`config.mk`:
```
export PLATFORM = sky130hd
export DESIGN_NAME = chscfg_bank
export DESIGN_NICKNAME = d
export VERILOG_FILES = /design/src/hdl/chscfg_word.v /design/src/hdl/chscfg_bank.v
export VERILOG_INCLUDE_DIRS = /design/src /design/src/hdl
export SDC_FILE = /design/constraint.sdc
export NUM_CORES = 2
export LEC_CHECK = 0
export ABC_CLOCK_PERIOD_IN_PS = 4460
export BUFFER_PORTS_ARGS = -buffer_cell sky130_fd_sc_hd__clkbuf_2
export CORE_ASPECT_RATIO = 0.9
export CORE_MARGIN = 3
export CORE_UTILIZATION = 30
export CTS_BUF_LIST = sky130_fd_sc_hd__clkbuf_4 sky130_fd_sc_hd__clkbuf_8
export DETAILED_ROUTE_END_ITERATION = 8
export SLEW_MARGIN = 25
export SYNTH_ARGS = -nofsm -noshare
export SYNTH_HDL_FRONTEND = slang
export SYNTH_SLANG_ARGS = --single-unit
```
`constraint.sdc`:
```
create_clock -name core_clk -period 4.46 [get_ports core_clk]
set_input_delay 0.892 -clock core_clk [delete_from_list [all_inputs] [get_ports core_clk]]
set_output_delay 0.892 -clock core_clk [all_outputs]
set_load 0.02 [all_outputs]
```
`src/hdl/chscfg_map.vh`:
```
// register offsets, reset values and limits of the class-h step level bank
`ifndef CHSCFG_MAP_VH
`define CHSCFG_MAP_VH

`define CHSCFG_PAGE 8'h05
`define CHSCFG_FIRST_OFS 8'h48
`define CHSCFG_LAST_OFS 8'h7F
`define CHSCFG_NUM_WORDS 14

`define CHSCFG_STEP06_OFS 8'h48
`define CHSCFG_STEP07_OFS 8'h4C
`define CHSCFG_STEP08_OFS 8'h50
`define CHSCFG_STEP09_OFS 8'h54
`define CHSCFG_STEP10_OFS 8'h58
`define CHSCFG_STEP11_OFS 8'h5C
`define CHSCFG_STEP12_OFS 8'h60
`define CHSCFG_STEP13_OFS 8'h64
`define CHSCFG_STEP14_OFS 8'h68
`define CHSCFG_STEP15_OFS 8'h6C
`define CHSCFG_STEP16_OFS 8'h70
`define CHSCFG_TRK_DLY_OFS 8'h74
`define CHSCFG_LVS_DLY_OFS 8'h78
`define CHSCFG_GATE_OFS 8'h7C

`define CHSCFG_STEP06_RST 32'h2026F30F
`define CHSCFG_STEP07_RST 32'h198A1357
`define CHSCFG_STEP08_RST 32'h144960C5
`define CHSCFG_STEP09_RST 32'h101D3F2D
`define CHSCFG_STEP10_RST 32'h00CCCCCC
`define CHSCFG_STEP11_RST 32'h0A2AADD1
`define CHSCFG_STEP12_RST 32'h08138561
`define CHSCFG_STEP13_RST 32'h08138561
`define CHSCFG_LOW_STEP_RST 32'h08138561
`define CHSCFG_TRK_DLY_RST 32'h000000BF
`define CHSCFG_LVS_DLY_RST 32'h0000000E
`define CHSCFG_GATE_RST 32'h66676869

`define CHSCFG_LVS_DLY_MAX 32'h0000000F
`define CHSCFG_LAST_BYTE 2'h3
`define CHSCFG_STAGE_FULL 3'h7

`endif

```
`src/hdl/chscfg_word.v`:
```
// one 32-bit configuration word written byte by byte, most significant byte first
`timescale 1ns/1ps
module chscfg_word #(
  parameter [31:0] RESET_VALUE = 32'h00000000
) (
  input wire core_clk,
  input wire srst,
  input wire wr_en,
  input wire [1:0] byte_sel,
  input wire [7:0] wdata,
  output wire [31:0] value
);
`include "chscfg_map.vh"

  reg [31:0] value_q;
  reg [23:0] stage_q;
  reg [2:0] seen_q;

  assign value = value_q;

  // byte 0 is the most significant; the word changes only on the last byte
  // so the datapath never sees a half-updated threshold
  always @(posedge core_clk) begin
    if (srst) begin
      value_q <= RESET_VALUE;
      stage_q <= 24'h000000;
      seen_q <= 3'h0;
    end else if (wr_en) begin
      case (byte_sel)
        2'h0: begin
          stage_q[23:16] <= wdata; // RULE12
          seen_q[0] <= 1'b1;
        end
        2'h1: begin
          stage_q[15:8] <= wdata;
          seen_q[1] <= 1'b1;
        end
        2'h2: begin
          stage_q[7:0] <= wdata;
          seen_q[2] <= 1'b1;
        end
        default: begin
          if (seen_q == `CHSCFG_STAGE_FULL) begin
            value_q <= {stage_q, wdata}; // RULE12
          end
          seen_q <= 3'h0;
        end
      endcase
    end
  end

endmodule // chscfg_word

```
`src/hdl/chscfg_bank.v`:
```
// class-h step level, tracking delay, low-voltage delay and override gate registers
// Operation
// RULE1: each value is one 32-bit read/write word over four byte addresses, page five.
// RULE2: software writes step levels as signed fractions scaled by two to thirty-one.
// RULE3: software derives steps 6-15 from margin, boost minimum and span, over 15.8489.
// RULE4: software sets step 16 to margin times boost minimum over 15.8489.
// RULE5: steps twelve, fourteen, fifteen and sixteen reset to the same word.
// RULE6: tracking delay holds samples minus one; the device applies value plus one.
// RULE7: software should keep the tracking delay under four milliseconds.
// RULE8: at 48 or 96 kHz the low-voltage delay is delay times 96000 minus one, 0-15.
// RULE9: below 48 kHz the low-voltage delay uses twice the sample rate, 0-15.
// RULE10: override is enabled for any non-zero gate word, disabled only at zero.
// RULE11: while override is enabled, the release window is applied to tracking; reset loads the enable as one but the applied window as zero.
// RULE12: most significant byte at lowest address; word applies after all four bytes.
`timescale 1ns/1ps
module chscfg_bank (
  input wire core_clk,
  input wire srst,
  input wire [7:0] page,
  input wire [7:0] addr,
  input wire [7:0] wdata,
  input wire wr_stb,
  input wire rd_stb,
  input wire [31:0] tracking_release_window,
  output reg [7:0] rdata,
  output wire [31:0] class_h_step_level_06,
  output wire [31:0] class_h_step_level_07,
  output wire [31:0] class_h_step_level_08,
  output wire [31:0] class_h_step_level_09,
  output wire [31:0] class_h_step_level_10,
  output wire [31:0] class_h_step_level_11,
  output wire [31:0] class_h_step_level_12,
  output wire [31:0] class_h_step_level_13,
  output wire [31:0] class_h_step_level_14,
  output wire [31:0] class_h_step_level_15,
  output wire [31:0] class_h_step_level_16,
  output wire [31:0] class_h_tracking_delay,
  output wire [31:0] low_voltage_signal_delay,
  output wire [31:0] override_gate_word,
  output reg [32:0] tracking_delay_samples,
  output reg [4:0] low_voltage_delay_samples,
  output reg override_enabled,
  output reg [31:0] release_window_applied
);
`include "chscfg_map.vh"

  localparam NUM_WORDS = `CHSCFG_NUM_WORDS;

  // reset words in index order, word 0 in the low 32 bits
  localparam [32*`CHSCFG_NUM_WORDS-1:0] RESET_VEC = {
    `CHSCFG_GATE_RST,
    `CHSCFG_LVS_DLY_RST,
    `CHSCFG_TRK_DLY_RST,
    `CHSCFG_LOW_STEP_RST, // RULE5
    `CHSCFG_LOW_STEP_RST, // RULE5
    `CHSCFG_LOW_STEP_RST, // RULE5
    `CHSCFG_STEP13_RST,
    `CHSCFG_LOW_STEP_RST, // RULE5
    `CHSCFG_STEP11_RST,
    `CHSCFG_STEP10_RST,
    `CHSCFG_STEP09_RST,
    `CHSCFG_STEP08_RST,
    `CHSCFG_STEP07_RST,
    `CHSCFG_STEP06_RST
  };

  ////////////////////////////////////////////////////////////////////////////////
  // address decode

  wire in_window;
  wire [7:0] rel_addr;
  wire [3:0] word_idx;
  wire [1:0] byte_sel;

  assign in_window = (page == `CHSCFG_PAGE) &&
                     (addr >= `CHSCFG_FIRST_OFS) &&
                     (addr <= `CHSCFG_LAST_OFS); // RULE1
  assign rel_addr = addr - `CHSCFG_FIRST_OFS;
  assign word_idx = rel_addr[5:2];
  assign byte_sel = rel_addr[1:0];

  ////////////////////////////////////////////////////////////////////////////////
  // register words

  wire [32*`CHSCFG_NUM_WORDS-1:0] words;

  genvar gi;
  generate
    for (gi = 0; gi < NUM_WORDS; gi = gi + 1) begin : g_word
      wire word_wr;
      assign word_wr = wr_stb && in_window && (word_idx == gi); // RULE1
      chscfg_word #(
        .RESET_VALUE(RESET_VEC[32*gi +: 32])
      ) u_word (
        .core_clk(core_clk),
        .srst(srst),
        .wr_en(word_wr),
        .byte_sel(byte_sel),
        .wdata(wdata),
        .value(words[32*gi +: 32])
      );
    end
  endgenerate

  assign class_h_step_level_06 = words[32*0 +: 32];
  assign class_h_step_level_07 = words[32*1 +: 32];
  assign class_h_step_level_08 = words[32*2 +: 32];
  assign class_h_step_level_09 = words[32*3 +: 32];
  assign class_h_step_level_10 = words[32*4 +: 32];
  assign class_h_step_level_11 = words[32*5 +: 32];
  assign class_h_step_level_12 = words[32*6 +: 32];
  assign class_h_step_level_13 = words[32*7 +: 32];
  assign class_h_step_level_14 = words[32*8 +: 32];
  assign class_h_step_level_15 = words[32*9 +: 32];
  assign class_h_step_level_16 = words[32*10 +: 32];
  assign class_h_tracking_delay = words[32*11 +: 32];
  assign low_voltage_signal_delay = words[32*12 +: 32];
  assign override_gate_word = words[32*13 +: 32];

  ////////////////////////////////////////////////////////////////////////////////
  // read port: data stand in the cycle after the strobe only

  reg [31:0] rd_word;
  reg [7:0] rd_byte;

  always @* begin
    rd_word = words[32*word_idx +: 32];
    case (byte_sel)
      2'h0: rd_byte = rd_word[31:24]; // RULE12
      2'h1: rd_byte = rd_word[23:16];
      2'h2: rd_byte = rd_word[15:8];
      default: rd_byte = rd_word[7:0];
    endcase
  end

  always @(posedge core_clk) begin
    if (srst) begin
      rdata <= 8'h00;
    end else if (rd_stb && in_window) begin
      rdata <= rd_byte; // RULE1
    end else begin
      // unmapped reads and idle cycles answer zero
      rdata <= 8'h00;
    end
  end

  ////////////////////////////////////////////////////////////////////////////////
  // values presented to the class-h controller

  wire [31:0] lvs_clamped;
  wire gate_nonzero;

  // field stays 32 bits wide for software; out-of-range values saturate at
  // the top legal code rather than wrapping to a short delay
  assign lvs_clamped = (low_voltage_signal_delay > `CHSCFG_LVS_DLY_MAX) ?
                       `CHSCFG_LVS_DLY_MAX : low_voltage_signal_delay; // RULE8 RULE9
  assign gate_nonzero = |override_gate_word; // RULE10

  always @(posedge core_clk) begin
    if (srst) begin
      tracking_delay_samples <= {1'b0, `CHSCFG_TRK_DLY_RST} + 33'h000000001;
      low_voltage_delay_samples <= 5'h0F;
      override_enabled <= 1'b1;
      release_window_applied <= 32'h00000000;
    end else begin
      tracking_delay_samples <= {1'b0, class_h_tracking_delay} + 33'h000000001; // RULE6
      low_voltage_delay_samples <= {1'b0, lvs_clamped[3:0]} + 5'h01; // RULE8 RULE9
      override_enabled <= gate_nonzero; // RULE10
      if (gate_nonzero) begin
        release_window_applied <= tracking_release_window; // RULE11
      end else begin
        release_window_applied <= 32'h00000000;
      end
    end
  end

endmodule // chscfg_bank

```
* Word-level counts from Yosys, hierarchy flattened *
Cells that the tools add are included.

storage, ports and cells
  register bits = 905
  bits of input ports = 60
  output and inout port bits = 527
  logic and storage cells = 276

cells by class
  add/sub/neg operators = 3
  magnitude comparators = 3
  eq/ne operators = 30
  shifts and indexed selects = 1
  muxes and demuxes = 5
  bitwise gates (word level) = 6
  reduce and logical (&&, ||, !) cells = 125

operator list
  cell                                                                                 number
  448-bit by 10-bit indexed part select with 32-bit output                             1
  2-bit AND reduction                                                                  84
  3-bit equality test, second input constant                                           14
  3-bit AND reduction                                                                  14
  32-bit by 1-bit adder with 33-bit output, second input constant                      1
  32-bit by 4-bit > comparator with 1-bit output, second input constant                1
  32-bit OR reduction                                                                  1
  4-bit equality test, second input constant                                           6
  8-bit one-hot mux with 3 select lines                                                1
  1-bit logical AND                                                                    18
  4-bit by 3-bit equality test with 1-bit output, second input constant                4
  2-bit OR reduction                                                                   5
  4-bit by 2-bit equality test with 1-bit output, second input constant                2
  8-bit by 3-bit equality test with 1-bit output, second input constant                1
  8-bit by 7-bit greater-or-equal comparator with 1-bit output, second input constant  1
  8-bit by 7-bit less-or-equal comparator with 1-bit output, second input constant     1
  1-bit NOT                                                                            6
  1-bit one-hot mux with 2 select lines                                                3
  6-bit by 4-bit subtractor with 6-bit output, second input constant                   1
  4-bit by 1-bit adder with 5-bit output, second input constant                        1
  4-bit by 1-bit equality test with 1-bit output, second input constant                1
  4-bit zero test                                                                      1
  4-bit 2-to-1 mux                                                                     1
  3-bit OR reduction                                                                   1
  other kinds (3)                                                                      3

* Depth between registers and ports, before layout *
  depth after elaboration = 6
  mapped depth = 11
  gate-level depth less buffers = 7

* By module *
A second synthesis with hierarchy kept.

unflattened totals
  cell total of the unflattened synthesis = 4374
  area total of the unflattened synthesis = 41606.2 µm²

by module, submodules not included
  module                               instances  cells an instance  area an instance (µm²)  sequential area each (µm²)
  chscfg_word (g_word[10].u_word ...)  5          267                2493.6                  1181.1
  chscfg_word (g_word[0].u_word ...)   3          267                2474.9                  1181.1
  chscfg_bank                          1          636                6765.2                  1581.5
  chscfg_word (g_word[12].u_word)      1          267                2527.4                  1181.1
  chscfg_word (g_word[11].u_word)      1          267                2508.7                  1181.1
  chscfg_word (g_word[2].u_word)       1          267                2489.9                  1181.1
  chscfg_word (g_word[4].u_word)       1          267                2484.9                  1181.1
  chscfg_word (g_word[3].u_word)       1          267                2469.9                  1181.1
  chscfg_word (g_word[13].u_word)      1          267                2467.4                  1181.1

* Least setup slack after synthesis *
Ideal clock, no wire load.

  path type = input -> register
  start = input addr[3]
  end = register g_word[0].u_word.value_q[19]
  library setup time = 0.128 ns
  arrival = 3.235 ns
  data required time = 4.332 ns
  path slack = 1.097 ns
  stages on the path = 10
  buffers on the path = 3
  path through = buf_2 -> inv_1 -> ha_1 -> xnor2_2 -> nand2_1 -> nor4_4 -> buf_2 -> buf_4 -> mux2i_1 -> nor2_1

on the way
  longest elaborated chain between the ends = 6
  elaborated cells between the ends (all ways) = 9
  those cells by class = add/sub (1); order compare (2); reduce/logical (6)

ends and longest elaborated chain
  item                                                                           RTL line          RTL
  start: declaration                                                             chscfg_bank.v:20  input wire [7:0] addr,
  8-bit by 7-bit greater-or-equal comparator with 1-bit output (no source line)  -
  1-bit logical AND (2 in a row)                                                 chscfg_bank.v:75  assign in_window = (page == `CHSCFG_PAGE) &&
  1-bit logical AND                                                              chscfg_bank.v:91  assign word_wr = wr_stb && in_window && (word_idx == gi);
  1-bit logical AND (*)                                                          chscfg_bank.v:91
  3-bit AND reduction (no source line) (*)                                       -
  end signal: assignment                                                         chscfg_word.v:44  value_q <= {stage_q, wdata};
  end: declaration                                                               chscfg_word.v:15  reg [31:0] value_q;

Every way passes the cells marked *; elsewhere a longest branch is shown, timed or not.
A chain may end at the register's enable or synchronous reset.

* Worst setup path after layout *
  start = input addr[4]
  end = register g_word[0].u_word.value_q[13]

The elaborated chain is that of the path after synthesis.

==> results_dict.tcl <==
set metrics [dict create \
    hp-start "tracking_release_window[5]" \
    first_pass_iters 7 \
    synth_top_area_cell "dfxtp_1" \
    ir_drop_mv 0.190 \
    hold_viol 0 \
    grt_pass1_wl_um 231000 \
    place_inst 6133 \
    worstSetupEndpointType "flop" \
    power.leakage_nw 17.9 \
    drtAntennaViolNets 0 \
    multi_input_area_um2 17300 \
    cp.arrival_ns 3.79 \
    io_buffers 586 \
    postSynthAreaPerCell_um2 8.73 \
    cts.sink_count 905 \
    layout.nets 4764 \
    cpMaxStageDelayCell "xnor2_2" \
    grt_max_degree 172 \
    startpoint_type "input port" \
    post_cts_resized 0 \
    r2r-start "g_word[11].u_word.value[5]$_SDFFE_PP1P_" \
    grt_pass1_vias 31400 \
    fin_ws_ns 1.44 \
    ys_types 64 \
    htree_levels 4 \
    drcViolationCount 0 \
    final_area_um2 44900 \
    vias 34000 \
    coreArea_um2 121000 \
    antenna_found_initial 16 \
    slowest_delay_ns 0.59 \
    synth_seq_area_share_pct 49.2 \
    startpoint "addr[4]" \
    finClkSkew_ns 0.0453 \
    power_density_nw_per_um2 392 \
    netlist.area_leader.share_pct 49.2 \
    crit_chain "clkbuf_2, inv_1, ha_1, xnor2_2, nand2_1, nor4_4, buf_4, nor2b_1, a211o_1" \
    ys_seq_elements 905 \
    clock-root-buffer "clkbuf_8" \
    place_ws_ns 0.603 \
    overflow 0 \
    seq_area_um2 18100 \
    critical_path_class "input port to flop" \
    die_height_um 338 \
    clk_pin_slew_ns 0.06 \
    worst_pin_slew_ns 1.11 \
    final.min_clock_period_ns 3.02 \
    cts_inserted_buffers 160 \
    fin_crit_sh_pct 67.8 \
    synth_area_um2 36800 \
    synth_cells 4219 \
    viasPerCell 5.29 \
    slew_headroom_pct 26.0 \
    clk_latency_ns 0.91 \
    max_freq_mhz 331 \
    die_w_um 375 \
    synth_edf_count 0 \
    layout.cells.non_filler 6424 \
    ys.warnings.count 0 \
    synth_ff_type "dfxtp_1" \
    globalplace.congestion 0.975 \
    area_growth_pct 21.8 \
    clk_path_buf_depth 3 \
    cts_hold_buf 0 \
    wirelength_um 164000 \
    slew_violations 0 \
    cts_tree "done" \
    setup_viol 0 \
    dp_hpwl_um 115000 \
    ios 587 \
    grt_use_total_pct 24.7 \
    hold_path.class "input port to flop" \
    wire_per_inst_um 25.5 \
    fp.dieArea_um2 127000 \
    rsz0062_at_grt "no" \
    fin_setup_tns_ns 0 \
    post_cts_buffers 0 \
    synthArstFlopShare_pct 0 \
    status "finished clean" \
    dpl_cell_area_um2 41300 \
    std_cell_rows 121 \
    start_util_pct 30.3 \
    synthTopCellsByArea "dfxtp_1 (49%), nand2_1 (11%), mux2i_1 (7.1%)" \
    drive_above_1_share_pct 22.9 \
    fill_cells 12400 \
    required_ns 5.22 \
    cap_violations 0 \
    total_power_w 0.0176 \
    drt_iter0_markers 3873 \
    crit_fanout 46 \
    synth_nets 4287 \
]
-- layout make-up --
class                           count  area share [%]
Sequential cell                   905            40.4
Multi-Input combinational cell   2931            38.5
Timing Repair Buffer              687            8.60
Clock buffer                      249            6.99
Tap cell                         1599            4.46
Clock inverter                     36           0.943
Inverter                           11          0.0921
Antenna cell                        6          0.0335
-- path summary, 6_finish.rpt --
kind         cells past startpoint                                      end  slack [ns]
max                              9  g_word[0].u_word.value[13]$_SDFFE_PP1P_        1.44
min                              2     release_window_applied[5]$_SDFF_PP0_        0.21
max reg2reg                      5    tracking_delay_samples[27]$_SDFF_PP0_        1.85
min reg2reg                      2  g_word[1].u_word.value[21]$_SDFFE_PP0P_        0.44
-- synthesized netlist by cell type, types with 5 or more instances --
cell	number
a211o_1	30
a211oi_1	16
a21oi_1	496
a221oi_1	10
a22oi_1	12
a31oi_1	6
a41o_1	5
and2_1	36
and3_1	31
and4_1	39
buf_1	17
buf_2	56
buf_4	10
clkbuf_1	289
dfxtp_1	905
ha_1	8
inv_1	10
mux2_2	23
mux2i_1	262
mux4_2	68
nand2_1	1115
nand2b_1	7
nand3_1	145
nand3_2	7
nand3b_1	129
nand4_1	44
nor2_1	232
nor2b_1	18
nor3_1	24
nor4_1	33
o21ai_0	15
o2bb2ai_1	15
o41ai_1	8
or3_1	11
xnor2_1	19
xor2_1	8
-- per-stage QoR --
step           util, %  hold slack [ns]
2_1_floorplan        -            0.427
3_3_place_gp      34.0            0.434
3_5_place_dp      34.0            0.441
4_1_cts           36.9            0.119
5_1_grt           36.9            0.161
6_report          36.9            0.206
-- report_power, final --
part | internal, W | total [W] | switching, W
Combinational | 0.000243 | 0.000927 | 0.000684
Sequential | 0.00810 | 0.00811 | 0.00000453
Clock | 0.00481 | 0.00855 | 0.00374
Total | 0.0132 | 0.0176 | 0.00443
-- layout by cell type, fill, tap and decap left out, drive strengths merged, types with 26 or more instances in the layout --
cell type	n
a211o	30
a21oi	496
and2	36
and3	31
and4	39
buf	104
clkbuf	832
dfxtp	905
mux2i	262
mux4	68
nand2	1115
nand3	152
nand3b	129
nand4	47
nor2	232
nor3	26
nor4	41
-- registers in the layout (all words and copies together) (netlist names) --
register	cells
tracking_delay_samples	33
rdata	8
low_voltage_delay_samples	5
override_enabled	1
release_window_applied	32
g_word.u_word.seen_q	42
g_word.u_word.stage_q	336
g_word.u_word.value	448
-- per-layer routing --
layer | vias to the layer above | track usage, % | share of wire [%]
met5 | - | 0 | 0.054
met4 | 12 | 10.2 | 4.1
met3 | 311 | 6.54 | 9.1
met2 | 1714 | 37.3 | 44
met1 | 16500 | 33.4 | 43
li1 | 15400 | - | -
-- cells by family after synthesis --
| kind of cell | Yosys count | synth area share (%) |
|---|---|---|
| buffers and inverters | 383 | 4.20 |
| muxes | 353 | 12.0 |
| xor gates and xnor gates | 28 | 0.686 |
| DFF | 905 | 49.2 |
| adders and majority gates | 8 | 0.272 |
| and+or+nand+nor | 1894 | 23.6 |
| AOI/OAI and AO/OA | 648 | 10.1 |
-- worst max-delay path: cells and delay by family --
| family | cells | cell delay (ns) |
|---|---|---|
| buffers and inverters | 3 | 0.84 |
| and+or+nand+nor | 3 | 0.81 |
| xor gates and xnor gates | 1 | 0.59 |
| adders and majority gates | 1 | 0.29 |
| AOI/OAI and AO/OA | 1 | 0.28 |
Note: power is estimated with default switching activity, not from simulation.
